[config.mk]
export PLATFORM = sky130hd
export DESIGN_NAME = bod_decoder
export DESIGN_NICKNAME = d
export VERILOG_FILES = /design/src/bod_pkg.sv /design/src/bod_phase_gen.sv /design/src/bod_field_split.sv /design/src/bod_decoder.sv
export SDC_FILE = /design/constraint.sdc
export NUM_CORES = 1
export LEC_CHECK = 0
export BUFFER_PORTS_ARGS = -buffer_cell sky130_fd_sc_hd__clkbuf_2
export CAP_MARGIN = 20
export CORE_UTILIZATION = 45
export DETAILED_ROUTE_END_ITERATION = 16
export PLACE_DENSITY = 0.9
export SETUP_SLACK_MARGIN = 0.02
export SYNTH_ARGS = -nofsm -noshare
export SYNTH_HDL_FRONTEND = slang
export SYNTH_SLANG_ARGS = --single-unit
[constraint.sdc]
create_clock -name core_clk -period 2.1 [get_ports core_clk]
set_input_delay 0.105 -clock core_clk [delete_from_list [all_inputs] [get_ports core_clk]]
set_output_delay 0.105 -clock core_clk [all_outputs]
set_load 0.01 [all_outputs]
[src/bod_pkg.sv]
package bod_pkg;
    localparam int WORD_W = 14;
    localparam int REG_IDX_W = 7;
    localparam int REG_IDX_LSB = 0;
    localparam int TARGET_BIT = 7;
    localparam int POS_LSB = 7;
    localparam int POS_W = 3;
    localparam int BIT_OP_LSB = 10;
    localparam int BYTE_OP_LSB = 8;
    localparam int GROUP_LSB = 12;
    localparam int LIT8_W = 8;
    localparam int LIT11_W = 11;
    localparam int PHASES = 4;
    localparam int OSC_MHZ = 200;
    localparam logic [1:0] GRP_BYTE = 2'h0;
    localparam logic [1:0] GRP_BIT = 2'h1;
    localparam logic [1:0] GRP_JUMP = 2'h2;
    localparam logic [1:0] GRP_LIT = 2'h3;
    localparam logic [3:0] OP_MISC = 4'h0;
    localparam logic [3:0] OP_CLR = 4'h1;
    localparam logic [3:0] OP_DEC = 4'h3;
    localparam logic [3:0] OP_IOR = 4'h4;
    localparam logic [3:0] OP_AND = 4'h5;
    localparam logic [3:0] OP_ADD = 4'h7;
    localparam logic [3:0] OP_MOV = 4'h8;
    localparam logic [3:0] OP_COM = 4'h9;
    localparam logic [3:0] OP_INC = 4'hA;
    localparam logic [3:0] OP_DECSZ = 4'hB;
    localparam logic [3:0] OP_INCSZ = 4'hF;
    localparam logic [1:0] BIT_OP_TSC = 2'h2;
    localparam logic [1:0] BIT_OP_TSS = 2'h3;
    localparam logic [7:0] REG_ONE = 8'h01;
    typedef enum {
        BOD_NOP, BOD_ADD, BOD_AND, BOD_IOR, BOD_COM, BOD_DEC, BOD_DECSZ, BOD_INC, BOD_INCSZ,
        BOD_MOV, BOD_ZERO_REGISTER_OP, BOD_ZERO_ACCUMULATOR_OP, BOD_STORE, BOD_BITOP, BOD_JUMP, BOD_LIT, BOD_OTHER
    } bod_op_t;
endpackage

[src/bod_phase_gen.sv]
`timescale 1ns/1ps
module bod_phase_gen #(
    parameter int PHASES = 4
) (
    input wire logic core_clk,
    input wire logic nrst,
    output logic [1:0] phase,
    output logic cycle_start
);
    always_ff @(posedge core_clk) begin
        if (!nrst) begin
            phase <= 2'h0;
        end else if (phase == 2'(PHASES - 1)) begin
            phase <= 2'h0;
        end else begin
            phase <= phase + 2'h1;
        end
    end
    assign cycle_start = (phase == 2'h0);
endmodule

[src/bod_field_split.sv]
`timescale 1ns/1ps
module bod_field_split (
    input wire logic [13:0] word,
    output logic [6:0] reg_index,
    output logic target_sel,
    output logic [2:0] position_select,
    output logic [7:0] literal8,
    output logic [10:0] literal11
);
    import bod_pkg::*;

    assign reg_index = word[REG_IDX_LSB +: REG_IDX_W];
    assign target_sel = word[TARGET_BIT];
    assign position_select = word[POS_LSB +: POS_W];
    assign literal8 = word[0 +: LIT8_W];
    assign literal11 = word[0 +: LIT11_W];
endmodule

[src/bod_decoder.sv]
`timescale 1ns/1ps
// Function
// - Bits 6..0 give the 7-bit register index 0x00 to 0x7F.
// - Bit 7 zero targets the accumulator, one targets the register.
// - Bit operations select one bit of eight and touch only it.
// - Don't-care bits never change the decoded result.
// - Every instruction takes one cycle unless skip or jump applies.
// - Taken skip or program counter change takes two cycles, second a no-op.
// - One instruction cycle is four oscillator periods.
// - Codes 0111 add, 0101 and, 0100 or with their flags, one cycle.
// - 0011 decrements with zero flag; 1011 decrements, skips on zero.
// - 1010 increments with zero flag; 1111 increments, skips on zero.
// - Group 00 is byte ops; 1001 complements, 1000 moves, both zero flag.
module bod_decoder (
    input wire logic core_clk,
    input wire logic nrst,
    input wire logic [13:0] instr_word,
    input wire logic instr_valid,
    input wire logic skip_cond,
    output logic cycle_start,
    output logic [6:0] reg_index,
    output logic result_to_register,
    output logic [2:0] position_select,
    output logic [7:0] bit_mask,
    output logic [7:0] literal8,
    output logic [10:0] literal11,
    output bod_pkg::bod_op_t op_kind,
    output logic affects_carry,
    output logic affects_digit_carry,
    output logic affects_zero,
    output logic two_cycle,
    output logic forced_nop,
    output logic decode_valid
);
    import bod_pkg::*;

    logic cyc_edge;
    logic [6:0] idx_w;
    logic tgt_w;
    logic [2:0] pos_w;
    logic [7:0] lit8_w;
    logic [10:0] lit11_w;
    bod_op_t kind_nxt;
    logic c_nxt, dc_nxt, z_nxt, tgt_nxt, branch_nxt, skippy_nxt;
    logic pending_nop_r;

    function automatic logic [7:0] bit_select(input logic [2:0] pos);
        bit_select = REG_ONE << pos;
    endfunction

    // Taken skip or any branch needs the extra no-op cycle.
    function automatic logic takes_two(input logic valid, input logic branch, input logic skippy, input logic skip);
        takes_two = valid && (branch || (skippy && skip));
    endfunction

    bod_phase_gen #(.PHASES(PHASES)) u_phase (
        .core_clk(core_clk),
        .nrst(nrst),
        .phase(),
        .cycle_start(cyc_edge)
    );

    bod_field_split u_fields (
        .word(instr_word),
        .reg_index(idx_w),
        .target_sel(tgt_w),
        .position_select(pos_w),
        .literal8(lit8_w),
        .literal11(lit11_w)
    );

    always_comb begin
        kind_nxt = BOD_OTHER;
        c_nxt = 1'b0;
        dc_nxt = 1'b0;
        z_nxt = 1'b0;
        tgt_nxt = tgt_w;
        branch_nxt = 1'b0;
        skippy_nxt = 1'b0;
        case (instr_word[GROUP_LSB +: 2])
            GRP_BYTE: begin
                case (instr_word[BYTE_OP_LSB +: 4])
                    OP_ADD: begin
                        kind_nxt = BOD_ADD;
                        c_nxt = 1'b1;
                        dc_nxt = 1'b1;
                        z_nxt = 1'b1;
                    end
                    OP_AND: begin
                        kind_nxt = BOD_AND;
                        z_nxt = 1'b1;
                    end
                    OP_IOR: begin
                        kind_nxt = BOD_IOR;
                        z_nxt = 1'b1;
                    end
                    OP_DEC: begin
                        kind_nxt = BOD_DEC;
                        z_nxt = 1'b1;
                    end
                    OP_DECSZ: begin
                        kind_nxt = BOD_DECSZ;
                        skippy_nxt = 1'b1;
                    end
                    OP_INC: begin
                        kind_nxt = BOD_INC;
                        z_nxt = 1'b1;
                    end
                    OP_INCSZ: begin
                        kind_nxt = BOD_INCSZ;
                        skippy_nxt = 1'b1;
                    end
                    OP_COM: begin
                        kind_nxt = BOD_COM;
                        z_nxt = 1'b1;
                    end
                    OP_MOV: begin
                        kind_nxt = BOD_MOV;
                        z_nxt = 1'b1;
                    end
                    // Clear forms; low bits ignored for the accumulator.
                    OP_CLR: begin
                        kind_nxt = tgt_w ? BOD_ZERO_REGISTER_OP : BOD_ZERO_ACCUMULATOR_OP;
                        z_nxt = 1'b1;
                    end
                    OP_MISC: begin
                        if (tgt_w) begin
                            kind_nxt = BOD_STORE;
                        end else if (instr_word[4:0] == 5'h00) begin
                            kind_nxt = BOD_NOP;
                            tgt_nxt = 1'b0;
                        end
                    end
                    default: begin
                        kind_nxt = BOD_OTHER;
                    end
                endcase
            end
            GRP_BIT: begin
                kind_nxt = BOD_BITOP;
                tgt_nxt = 1'b1;
                skippy_nxt = (instr_word[BIT_OP_LSB +: 2] == BIT_OP_TSC) ||
                             (instr_word[BIT_OP_LSB +: 2] == BIT_OP_TSS);
            end
            // Jumps always change the program counter.
            GRP_JUMP: begin
                kind_nxt = BOD_JUMP;
                tgt_nxt = 1'b0;
                branch_nxt = 1'b1;
            end
            GRP_LIT: begin
                kind_nxt = BOD_LIT;
                tgt_nxt = 1'b0;
            end
            default: begin
                kind_nxt = BOD_OTHER;
            end
        endcase
    end

    always_ff @(posedge core_clk) begin
        if (!nrst) begin
            cycle_start <= 1'b0;
        end else begin
            cycle_start <= cyc_edge;
        end
    end

    always_ff @(posedge core_clk) begin
        if (!nrst) begin
            reg_index <= 7'h00;
            position_select <= 3'h0;
            bit_mask <= 8'h00;
            literal8 <= 8'h00;
            literal11 <= 11'h000;
        end else if (cyc_edge && instr_valid && !pending_nop_r) begin
            reg_index <= idx_w;
            position_select <= pos_w;
            bit_mask <= bit_select(pos_w);
            literal8 <= lit8_w;
            literal11 <= lit11_w;
        end
    end

    always_ff @(posedge core_clk) begin
        if (!nrst) begin
            op_kind <= BOD_NOP;
            result_to_register <= 1'b0;
            affects_carry <= 1'b0;
            affects_digit_carry <= 1'b0;
            affects_zero <= 1'b0;
            decode_valid <= 1'b0;
        end else if (cyc_edge) begin
            decode_valid <= instr_valid && !pending_nop_r;
            if (instr_valid && !pending_nop_r) begin
                op_kind <= kind_nxt;
                result_to_register <= tgt_nxt;
                affects_carry <= c_nxt;
                affects_digit_carry <= dc_nxt;
                affects_zero <= z_nxt;
            end else begin
                op_kind <= BOD_NOP;
                result_to_register <= 1'b0;
                affects_carry <= 1'b0;
                affects_digit_carry <= 1'b0;
                affects_zero <= 1'b0;
            end
        end
    end

    // Single cycle by default; taken skip or branch adds a no-op cycle.
    always_ff @(posedge core_clk) begin
        if (!nrst) begin
            pending_nop_r <= 1'b0;
            two_cycle <= 1'b0;
            forced_nop <= 1'b0;
        end else if (cyc_edge) begin
            forced_nop <= pending_nop_r;
            if (pending_nop_r) begin
                pending_nop_r <= 1'b0;
                two_cycle <= 1'b0;
            end else begin
                pending_nop_r <= takes_two(instr_valid, branch_nxt, skippy_nxt, skip_cond);
                two_cycle <= takes_two(instr_valid, branch_nxt, skippy_nxt, skip_cond);
            end
        end
    end
endmodule

After elaboration in Yosys (flattened, before gate mapping)
Index checks and enable logic that the tools add are counted.
{ "op_classes": {"addsub": 1, "multipliers": 0, "div": 0, "order_cmp": 0, "n_eq_ne": 16, "shifts": 1, "mux": 20, "n_bitwise": 1, "reduce_logical": 16} }
{ "ops": {"columns": ["operator", "n"], "rows": [
  ["32-bit case mux with 4 select lines", 1],
  ["5-bit case mux with 11 select lines", 1],
  ["32-bit two-way mux", 1],
  ["4-bit equality test (second input constant)", 5],
  ["1-bit two-way mux", 13],
  ["4-bit by 3-bit equality test with 1-bit output (second input constant)", 3],
  ["2-bit equality test (second input constant)", 5],
  ["5-bit two-way mux", 2],
  ["8-bit OR reduction", 1],
  ["1-bit by 3-bit << shifter with 8-bit output (first input constant)", 1],
  ["2-bit OR reduction", 3],
  ["1-bit logical AND", 5],
  ["5-bit zero test", 1],
  ["4-bit by 1-bit equality test with 1-bit output (second input constant)", 1],
  ["4-bit by 2-bit equality test with 1-bit output (second input constant)", 1],
  ["2-bit zero test", 2],
  ["4-bit zero test", 1],
  ["1-bit case mux with 3 select lines", 1],
  ["2-bit by 1-bit adder with 2-bit output (second input constant)", 1],
  ["2-bit by 1-bit equality test with 1-bit output (second input constant)", 1],
  ["1-bit logical OR", 2],
  ["1-bit case mux with 2 select lines", 1],
  ["1-bit zero test", 1],
  ["1-bit inverter", 1]
]} }
{ "word_totals": {"reg_bits": 78, "latchBits": 0, "ram_bits": 0, "romBits": 0, "in_bits": 18, "out_inout_bits": 77, "elab_cells": 69, "memories": 0} }

Logic depth before layout (Yosys ltp)
Gate-level depths: netlist of the first run.
{ "depth": {"depth_word": 8, "ltp_mapped": 6, "ltp_nobuf": 6} }

Cells and area by module
A second synthesis of the first run with hierarchy kept.
{ "unflattened": {"cells_unflattened": 316, "area_unflattened_um2": 2580.0} }
{ "by_module_without_submodules": {"columns": ["mod", "n_inst", "cells_each", "area_each_um2", "seq_area_each_um2"], "rows": [
  ["bod_decoder", 1, 278, 2260.9, 980.9],
  ["bod_field_split", 1, 30, 225.2, 0.0],
  ["bod_phase_gen", 1, 8, 93.8, 40.0]
]} }

Worst setup path before layout of the first run
OpenSTA, ideal clock, no wires.
{ "synth_path": {"path_kind": "reg2reg", "start": "register u_phase.phase[0]", "end": "register op_kind[1]", "setup_ps": 122, "arrival_ps": 1335, "required_ps": 1978, "slack_ps": 644, "stages_incl_launch_ff": 7, "path_buffers": 1, "synth_period_minus_slack_ps": 1456, "path_cell_list": "dfxtp_1 inv_1 ha_1 and3b_1 buf_2 or2_2 o311a_1"} }
{ "synth_between": {"elab_chain_len": 1} }
{ "synth_rtl": {"columns": ["item", "line", "source"], "rows": [
  ["start: declaration", "bod_phase_gen.sv:7", "output logic [1:0] phase,"],
  ["start signal: assignment", "bod_phase_gen.sv:16", "phase <= phase + 2'h1;"],
  ["2-bit zero test", "bod_phase_gen.sv:19", "assign cycle_start = (phase == 2'h0);"],
  ["net cyc_edge", "bod_decoder.sv:37", "logic cyc_edge;"],
  ["end signal: assignment", "bod_decoder.sv:196", "op_kind <= kind_nxt;"],
  ["end: declaration", "bod_decoder.sv:27", "output bod_pkg::bod_op_t op_kind,"]
]} }
The timed path passes the listed nets, and every way through them passes these cells.
A chain may end at the register's enable or synchronous reset.

Worst setup path in the final report of the first run
{ "layout_path": {"start": "register u_phase.phase[0]", "end": "register bit_mask[4]"} }
{ "layout_between": {"elab_chain_len": 3} }
{ "layout_rtl": {"columns": ["item", "line", "source"], "rows": [
  ["2-bit zero test", "bod_phase_gen.sv:19", null],
  ["net cyc_edge", "bod_decoder.sv:37", null],
  ["1-bit logical AND (2 in series)", "bod_decoder.sv:176", "end else if (cyc_edge && instr_valid && !pending_nop_r) begin"],
  ["end signal: assignment", "bod_decoder.sv:179", "bit_mask <= bit_select(pos_w);"],
  ["end: declaration", "bod_decoder.sv:24", "output logic [7:0] bit_mask,"]
]} }
The timed path passes the listed nets, and every way through them passes these cells.

==> results of run 1 <==
[kinds of logic (layout without fill, tap and decap cells)]
logic type      Yosys count  count (layout)  share of synthesized area [%]
compound gates           41              41                           15.5
flops                    33              33                           35.2
fa+ha+maj                 2               2                           1.33
simple gates             82              82                           23.1
buf+inv                  65              83                           23.6
mux                       1               1                          0.533
other cells               1              27                          0.200
xor+xnor                  1               1                          0.467
[stage by stage]
| stage | power (uW) | instances | setup WS [ps] |
|---|---|---|---|
| global route | 1540 | 320 | 205 |
| CTS | 1470 | 320 | 320 |
| global placement | 1010 | 312 | 538 |
| detailed placement | 1020 | 312 | 346 |
| finish | 1470 | 320 | 323 |
| floorplan | 980 | 252 | 644 |
[critical path, cell delays in order, from the launching register on]
cell and delay [ps]:
dfxtp_1 330, inv_1 60, ha_1 190, nand3b_1 370, buf_4 350, nor3b_1 230, a21oi_1 70, nor2b_1 110
[flip-flops by register name, indices dropped and copies added (netlist names)]
| name | cells |
|---|---|
| u_phase.phase | 2 |
| position_select | 2 |
| affects_digit_carry | 1 |
| forced_nop | 1 |
| decode_valid | 1 |
| pending_nop_r | 1 |
| bit_mask | 8 |
| result_to_register | 1 |
| cycle_start | 1 |
| reg_index | 6 |
| literal11 | 2 |
| literal8 | 1 |
| affects_zero | 1 |
| op_kind | 5 |
[cells in the final DEF (no fill, tap or decap), types with 3 or more instances in the layout]
master / instances
nor4b_1: 3
nand3_1: 4
a21oi_1: 7
nand2b_1: 4
dfxtp_1: 33
nor2b_1: 9
and3b_1: 3
a21boi_0: 18
conb_1: 27
buf_4: 3
o21ai_0: 5
clkbuf_8: 5
and2_1: 3
nor3b_1: 3
nor3_1: 4
clkbuf_2: 67
nor2_1: 7
nand2_1: 32
inv_1: 5
nand3b_1: 3
[where the power goes]
part | switching, uW | internal [uW]
logic | 193 | 123
clock network | 227 | 229
registers | 28.3 | 667
total | 449 | 1020
[worst paths after layout]
path	start	endpoint	slack, ps	cells after the start
setup / recovery	u_phase.phase[0]	bit_mask[4]	320	7
hold / removal	instr_word[6]	literal8[6]	50	3
setup reg to reg	u_phase.phase[0]	bit_mask[4]	320	7
hold reg to reg	affects_zero	affects_zero	460	2
[per-layer routing]
metal	track usage [%]	part of all wire, %	vias to the layer above
li1	-	-	773
met1	20.5	44	692
met2	29.9	47	85
met3	5.14	7.2	11
met4	9.57	2.4	0
met5	0	0	-
[layout make-up]
class                           instances  area, um^2  area share (%)
Sequential cell                        33         661            32.2
Inverter                                5        18.8           0.914
Multi-Input combinational cell        154         871            42.4
Clock buffer                            6        72.6            3.53
Timing Repair Buffer                   70         358            17.4
Clock inverter                          2        10.0           0.488
Tap cell                               50        62.6            3.05
==> results.cfg, run 1 <==
[run_status]
outcome = completed

[clock_tree]
ctsRootBufferMaster = clkbuf_8
clockBufferDepth = 2
cts_sinks = 33
cts_tree = built
clk_latency_ps = 290
post_cts_resized = 0
clk_pin_slew_ps = 70
cts_buffers = 5
cts_setup_buffers = 0
cts_max_level = 2
postCtsHoldBufs = 0

[grt]
antenna_found_initial = 0
grt_overflow = 0
grt_pass1_wl_um = 6020
grt_pass1_vias = 1363
track_usage_pct = 17.9
grt_max_degree = 36

[drt]
drc = 0
vias = 1561
ant_nets = 0
drt_iter0_drc = 81
wl_per_cell_um = 11.6
routed_wl_um = 3700
routed_via_density = 4.88
dr.pass1.iters = 6

[worst_setup_path]
critPathMaxFanout = 15
endpoint_kind = register
cp-start-kind = register
worstSetupPathType = reg2reg
critical_path_arrival_ps = 2000
required_ps = 2320

[layout]
final_nets = 289
syn2layout_area_growth_pct = 9.40
n_antenna_cell = 0
final_util_pct = 51.3
num-fill-cells = 389
finalInstanceArea_um2 = 2050
layout-drive-gt1-share_pct = 28.9

[synthesis]
async_reset_ff_share_pct = 0
syn-instance-count = 226
synth_edf_count = 0
synth_area_leaders = dfxtp_1 (35%), buf_4 (19%), a21boi_0 (7.2%)
synth_area_leader_cell = dfxtp_1
synthesis.area_um2 = 1880
ys_top_cells_by_count = buf_4 (47), dfxtp_1 (33), nand2_1 (32), a21boi_0 (18), nor2b_1 (9)
synth_top_area_share_pct = 35.2
syn_area_per_cell_um2 = 8.30
ys_ff_latch = 33
synth_warnings = 0
yosysMostFrequentCell = buf_4
ys_seq_area_share_pct = 35.2
synth-main-ff-cell = dfxtp_1
synth_cell_type_count = 38

[timing]
tightestPinTransition_ps = 539
holdWs_ps = 50.8
rsz0062_at_grt = no
maxSlewViolCount = 0
period_minus_slack_ps = 1780
finalSetupViolCount = 0
max_slew_margin_pct = 64.1
hold_viol_final = 0
max_freq_mhz = 563
fin_tns_setup_ps = 0
skew_ps = 6.01
finalCritPeriodShare_pct = 84.6

[floorplanning]
die_area_um2 = 4430
rows = 23
start_util_pct = 46.9
die_y_um = 66.6
ios = 95
dieWidth_um = 66.6
core_um2 = 4000

[flow_run]
maxCapViolations = 0

[placement]
routabilityCongestion = 0.817
dp_hpwl_um = 2690
port-buffer-count = 67
placed_area_um2 = 1970

[power]
p_per_area_nw_per_um2 = 715
ir_drop_uv = 366
p_leak_uw = 0.000963

[worst_hold_path]
hold_class = in2reg
Note: power is estimated with default switching activity, not from simulation.
==> run 2: changes to the inputs <==
--- a/config.mk
+++ b/config.mk
@@ -7,9 +7,9 @@
 export LEC_CHECK = 0
 export BUFFER_PORTS_ARGS = -buffer_cell sky130_fd_sc_hd__clkbuf_2
 export CAP_MARGIN = 20
-export CORE_UTILIZATION = 45
+export CORE_UTILIZATION = 41
 export DETAILED_ROUTE_END_ITERATION = 16
-export PLACE_DENSITY = 0.9
+export PLACE_DENSITY = 0.87
 export SETUP_SLACK_MARGIN = 0.02
 export SYNTH_ARGS = -nofsm -noshare
 export SYNTH_HDL_FRONTEND = slang
==> constraint.sdc (replaced) <==
create_clock -name core_clk -period 1.5 [get_ports core_clk]
set_input_delay 0.075 -clock core_clk [delete_from_list [all_inputs] [get_ports core_clk]]
set_output_delay 0.075 -clock core_clk [all_outputs]
set_load 0.01 [all_outputs]
==> run 2 against run 1 <==
  * Count of clock-buffer cells in the layout unchanged
  * Routed wire length up 4.5%
  * Non-clock buffer count up 5
  * Critical path depth unchanged
  * Largest power group unchanged
  * Global-route usage down 1.8 points
==> results.cfg, run 2 (same netlist as run 1, synthesis figures left out) <==
[worst_setup_path]
r2r_cells = 7
crit_chain = inv_1 -> ha_2 -> nand3b_1 -> buf_12 -> nor4b_4 -> a21oi_2 -> nor2b_1
reg2reg_slack_ps = 90
critPathMaxFanout = 24
reg2reg_to = bit_mask[2]
cp_slowest_stage_delay_ps = 330
required_ps = 1710
endpoint_kind = register
worstSetupPathType = reg2reg
r2r-start = u_phase.phase[0]
cp_slowest_cell = dfxtp_2
critical_path_arrival_ps = 1630
cp-start-kind = register

[grt]
busiest_layer = met2
track_usage_pct = 16.2
grt_overflow = 0
grt_pass1_vias = 1413
grt_pass1_wl_um = 6330
met2_usage_pct = 27.7
antenna_found_initial = 0
met3_usage_pct = 5.52
grt_max_degree = 25
met1_usage_pct = 19.6

[layout]
final_common_cell = clkbuf_2
top_register = bit_mask
largest_reg_flops = 8
layout_common_cells = clkbuf_2 (67), nand2_1 (32), dfxtp_1 (32)
num-fill-cells = 440
multiInputGateArea_um2 = 898
final_util_pct = 48.8
top_regs = bit_mask: 8 flops, reg_index: 6 flops, op_kind: 5 flops
finalInstanceArea_um2 = 2140
syn2layout_area_growth_pct = 13.9
instances_no_fill = 327
n_antenna_cell = 0
seqCellArea_um2 = 662
final_nets = 294
layout-drive-gt1-share_pct = 32.4

[placement]
port-buffer-count = 67
placed_area_um2 = 2020
dp_hpwl_um = 2840
routabilityCongestion = 0.838
placedCellCount = 318

[floorplanning]
die_area_um2 = 4850
rows = 24
ios = 95
die_y_um = 69.7
dieWidth_um = 69.7
core_um2 = 4380
start_util_pct = 42.8

[clock_tree]
clk_pin_slew_ps = 60
cts_tree = built
postCtsHoldBufs = 0
clk_latency_ps = 270
ctsRootBufferMaster = clkbuf_8
cts_sinks = 33
cts_max_level = 2
clockBufferDepth = 2
cts_buffers = 5

[drt]
routed_wl_um = 3870
vias = 1580
routed_via_density = 4.83
drt_iter0_drc = 51
wl_per_cell_um = 11.8
drc = 0
ant_nets = 0
dr.pass1.iters = 4

[run_status]
outcome = completed

[timing]
period_minus_slack_ps = 1410
skew_ps = 2.86
finalCritPeriodShare_pct = 94.2
hold_viol_final = 0
holdWs_ps = 31.9
maxSlewViolCount = 0
max_freq_mhz = 708
finalSetupViolCount = 0
fin_tns_setup_ps = 0
rsz0062_at_grt = yes

[worst_hold_path]
hold_end = literal8[6]
min_path_cells = 3
hold_class = in2reg
holdCritStartpoint = instr_word[6]

[power]
p_leak_uw = 0.00100
ir_drop_uv = 623
p_per_area_nw_per_um2 = 969

[flow_run]
maxCapViolations = 0
[run 2: where the power goes]
part	leakage, uW	switching [uW]	internal (uW)
Clock	0.0000450	298	321
Combinational	0.000686	284	197
Sequential	0.000269	37.5	934
Total	0.00100	620	1450
[run 2: per-layer routing]
| metal | vias up | share of wire (%) |
|---|---|---|
| li1 | 780 | - |
| met2 | 68 | 51 |
| met4 | 0 | 0.39 |
| met5 | - | 0 |
| met3 | 2 | 5.9 |
| met1 | 730 | 43 |
[run 2: how the worst max path moves through the flow]
| stage | from | endpoint | slack, ps | depth (start not counted) |
|---|---|---|---|---|
| after global placement | u_phase.phase[0] | bit_mask[3] | 150 | 6 |
| after floorplan | u_phase.phase[0] | op_kind[1] | 40 | 6 |
| after global routing | u_phase.phase[0] | bit_mask[0] | -9 | 7 |
| after detailed placement | u_phase.phase[0] | bit_mask[3] | 90 | 6 |
| final | u_phase.phase[0] | bit_mask[2] | 90 | 7 |
| after CTS | u_phase.phase[0] | bit_mask[3] | 80 | 6 |
[run 2: layout make-up]
type / instances / share of cell area (%)
Inverter: 5 / 0.878
Tap cell: 52 / 3.04
Clock inverter: 2 / 0.468
Timing Repair Buffer: 75 / 19.3
Sequential cell: 33 / 31.0
Multi-Input combinational cell: 154 / 42.0
Clock buffer: 6 / 3.39
[run 2: worst max-delay path, delay by kind of cell, from the launching register on]
family / cells / cell delay (ps)
DFF: 1 / 330
AOI/OAI and AO/OA: 1 / 50
buffers and inverters: 2 / 270
adders and majority gates: 1 / 180
and+or+nand+nor: 3 / 510
[run 2: timing repair]
action,in CTS,in global routing
endpoints found under the setup margin,0,9
gates resized for setup,0,8
setup buffers,0,1
[run 2: through the flow]
stage / setup slack (ps) / power (uW)
floorplan: 43.6 / 1370
global placement: 153 / 1440
detailed placement: 87.4 / 1450
CTS: 76.9 / 2080
global route: -9.41 / 2210
finish: 87.1 / 2070
==> run 3: changes to the inputs <==
--- a/config.mk
+++ b/config.mk
@@ -9,7 +9,7 @@
 export CAP_MARGIN = 20
 export CORE_UTILIZATION = 41
 export DETAILED_ROUTE_END_ITERATION = 16
-export PLACE_DENSITY = 0.87
+export PLACE_DENSITY_LB_ADDON = 0.15
 export SETUP_SLACK_MARGIN = 0.02
 export SYNTH_ARGS = -nofsm -noshare
 export SYNTH_HDL_FRONTEND = slang
==> run 3 against run 2 <==
  * Sequential power barely moved
  * Register-to-register slack improved by 50 ps
  * Final area fell by 0.53%
  * Worst hold slack got worse by 18 ps
  * Non-clock buffer count did not move
  * Sequential cell count did not move
  * Clock power rose by 6.0%
  * Maximum frequency rose by 3.6%
  * Power rose by 1.6%
  * Cell count did not move
  * Combinational power barely moved
  * Routed wire length fell by 1.5%
  * Critical endpoint is now result_to_register
  * Highest routed layer is now met3
==> results.cfg, run 3 (same netlist as run 1, synthesis figures left out) <==
[run_status]
outcome = completed

[placement]
placedCellCount = 319
dp_hpwl_um = 2770
routabilityCongestion = 0.810
preCtsSetupSlack_ps = 97.4
port-buffer-count = 67

[layout]
layout-drive-gt1-share_pct = 32.4
top_regs = bit_mask: 8 flops, reg_index: 6 flops, op_kind: 5 flops
final_common_cell = clkbuf_2
instances_no_fill = 327
layout_common_cells = clkbuf_2 (67), nand2_1 (32), dfxtp_1 (32)
largest_reg_flops = 8
syn2layout_area_growth_pct = 13.3
top_register = bit_mask
n_antenna_cell = 0
final_nets = 294

[floorplanning]
die_area_um2 = 4850
rows = 24
die_y_um = 69.7
start_util_pct = 42.8
ios = 95
dieWidth_um = 69.7
core_um2 = 4380

[worst_setup_path]
endpoint_kind = register
startpoint = u_phase.phase[0]
crit_chain = inv_1 -> ha_2 -> nand3b_1 -> buf_12 -> o32ai_1 -> and2_1
critPathMaxFanout = 25
r2r-start = u_phase.phase[0]
worstSetupPathType = reg2reg
required_ps = 1730
cp_slowest_cell = dfxtp_2
cp_slowest_stage_delay_ps = 330
critical_path_arrival_ps = 1590
cp-start-kind = register

[worst_hold_path]
holdCritStartpoint = instr_word[6]
hold_class = in2reg

[grt]
grt_pass1_vias = 1352
grt_overflow = 0
grt_pass1_wl_um = 6270
grt_max_degree = 26
antenna_found_initial = 0
track_usage_pct = 16.2

[timing]
period_minus_slack_ps = 1360
max_freq_mhz = 733
rsz0062_at_grt = yes
fin_tns_setup_ps = 0
skew_ps = 7.36
finalSetupViolCount = 0
worst_slack_ps = 136
hold_viol_final = 0
finalCritPeriodShare_pct = 90.9
maxSlewViolCount = 0

[drt]
routed_wl_um = 3810
routed_via_density = 4.68
ant_nets = 0
drt_iter0_drc = 55
drc = 0
wl_per_cell_um = 11.6
dr.pass1.iters = 4
vias = 1529

[clock_tree]
cts_sinks = 33
clk_latency_ps = 290
clockBufferDepth = 2
cts_tree = built
clk_pin_slew_ps = 70
ctsRootBufferMaster = clkbuf_8
cts_buffers = 5
cts_max_level = 2
postCtsHoldBufs = 0

[power]
p_leak_uw = 0.000992
finalPower_uw = 2100
ir_drop_uv = 463
p_per_area_nw_per_um2 = 990

[flow_run]
maxCapViolations = 0
[run 3: critical path: cells and delay by family (launching register included)]
kind                     cells  cell delay (ps)
adder cells (fa/ha/maj)      1              190
AND/OR/NAND/NOR              2              290
AO/OA/AOI/OAI                1              250
flip-flops                   1              330
buffers and inverters        2              260
[run 3: cell type report]
cell class | instances | area, um^2
Clock buffer | 5 | 68.8
Clock inverter | 3 | 17.5
Fill cell | 446 | 2260
Inverter | 5 | 18.8
Multi-Input combinational cell | 154 | 887
Sequential cell | 33 | 662
Tap cell | 52 | 65.1
Timing Repair Buffer | 75 | 408
[run 3: what timing repair did]
item,CTS,global route
resized for setup,0,5
buffers inserted,0,0
setup endpoints to repair,0,12
[run 3: power by group]
part           switching [uW]  total [uW]  internal (uW)
clock network             336         656            320
logic                     281         480            199
registers                35.9         970            934
total                     653        2100           1450
[run 3: per-stage QoR]
step / hold WS (ps) / cell area [um^2] / utilization, %
after global routing: 28.5 / 2130 / 48.5
final: 13.5 / 2130 / 48.5
after floorplan: 220 / 1970 / -
after CTS: 3.79 / 2110 / 48.1
after detailed placement: 319 / 2020 / 46.1
after global placement: 316 / 2020 / 46.1
[run 3: path summary, 6_finish.rpt]
kind | depth (start not counted) | slack, ps | endpoint
setup / recovery | 6 | 140 | result_to_register
hold / removal | 3 | 10 | literal8[6]
setup reg to reg | 6 | 140 | result_to_register
hold reg to reg | 1 | 420 | u_phase.phase[0]
[run 3: metal layers]
metal | GRT usage (%) | share of wire [%]
met1 | 21.0 | 48
met5 | 0 | 0
met4 | 6.67 | 0
met3 | 4.80 | 7.6
met2 | 25.1 | 45
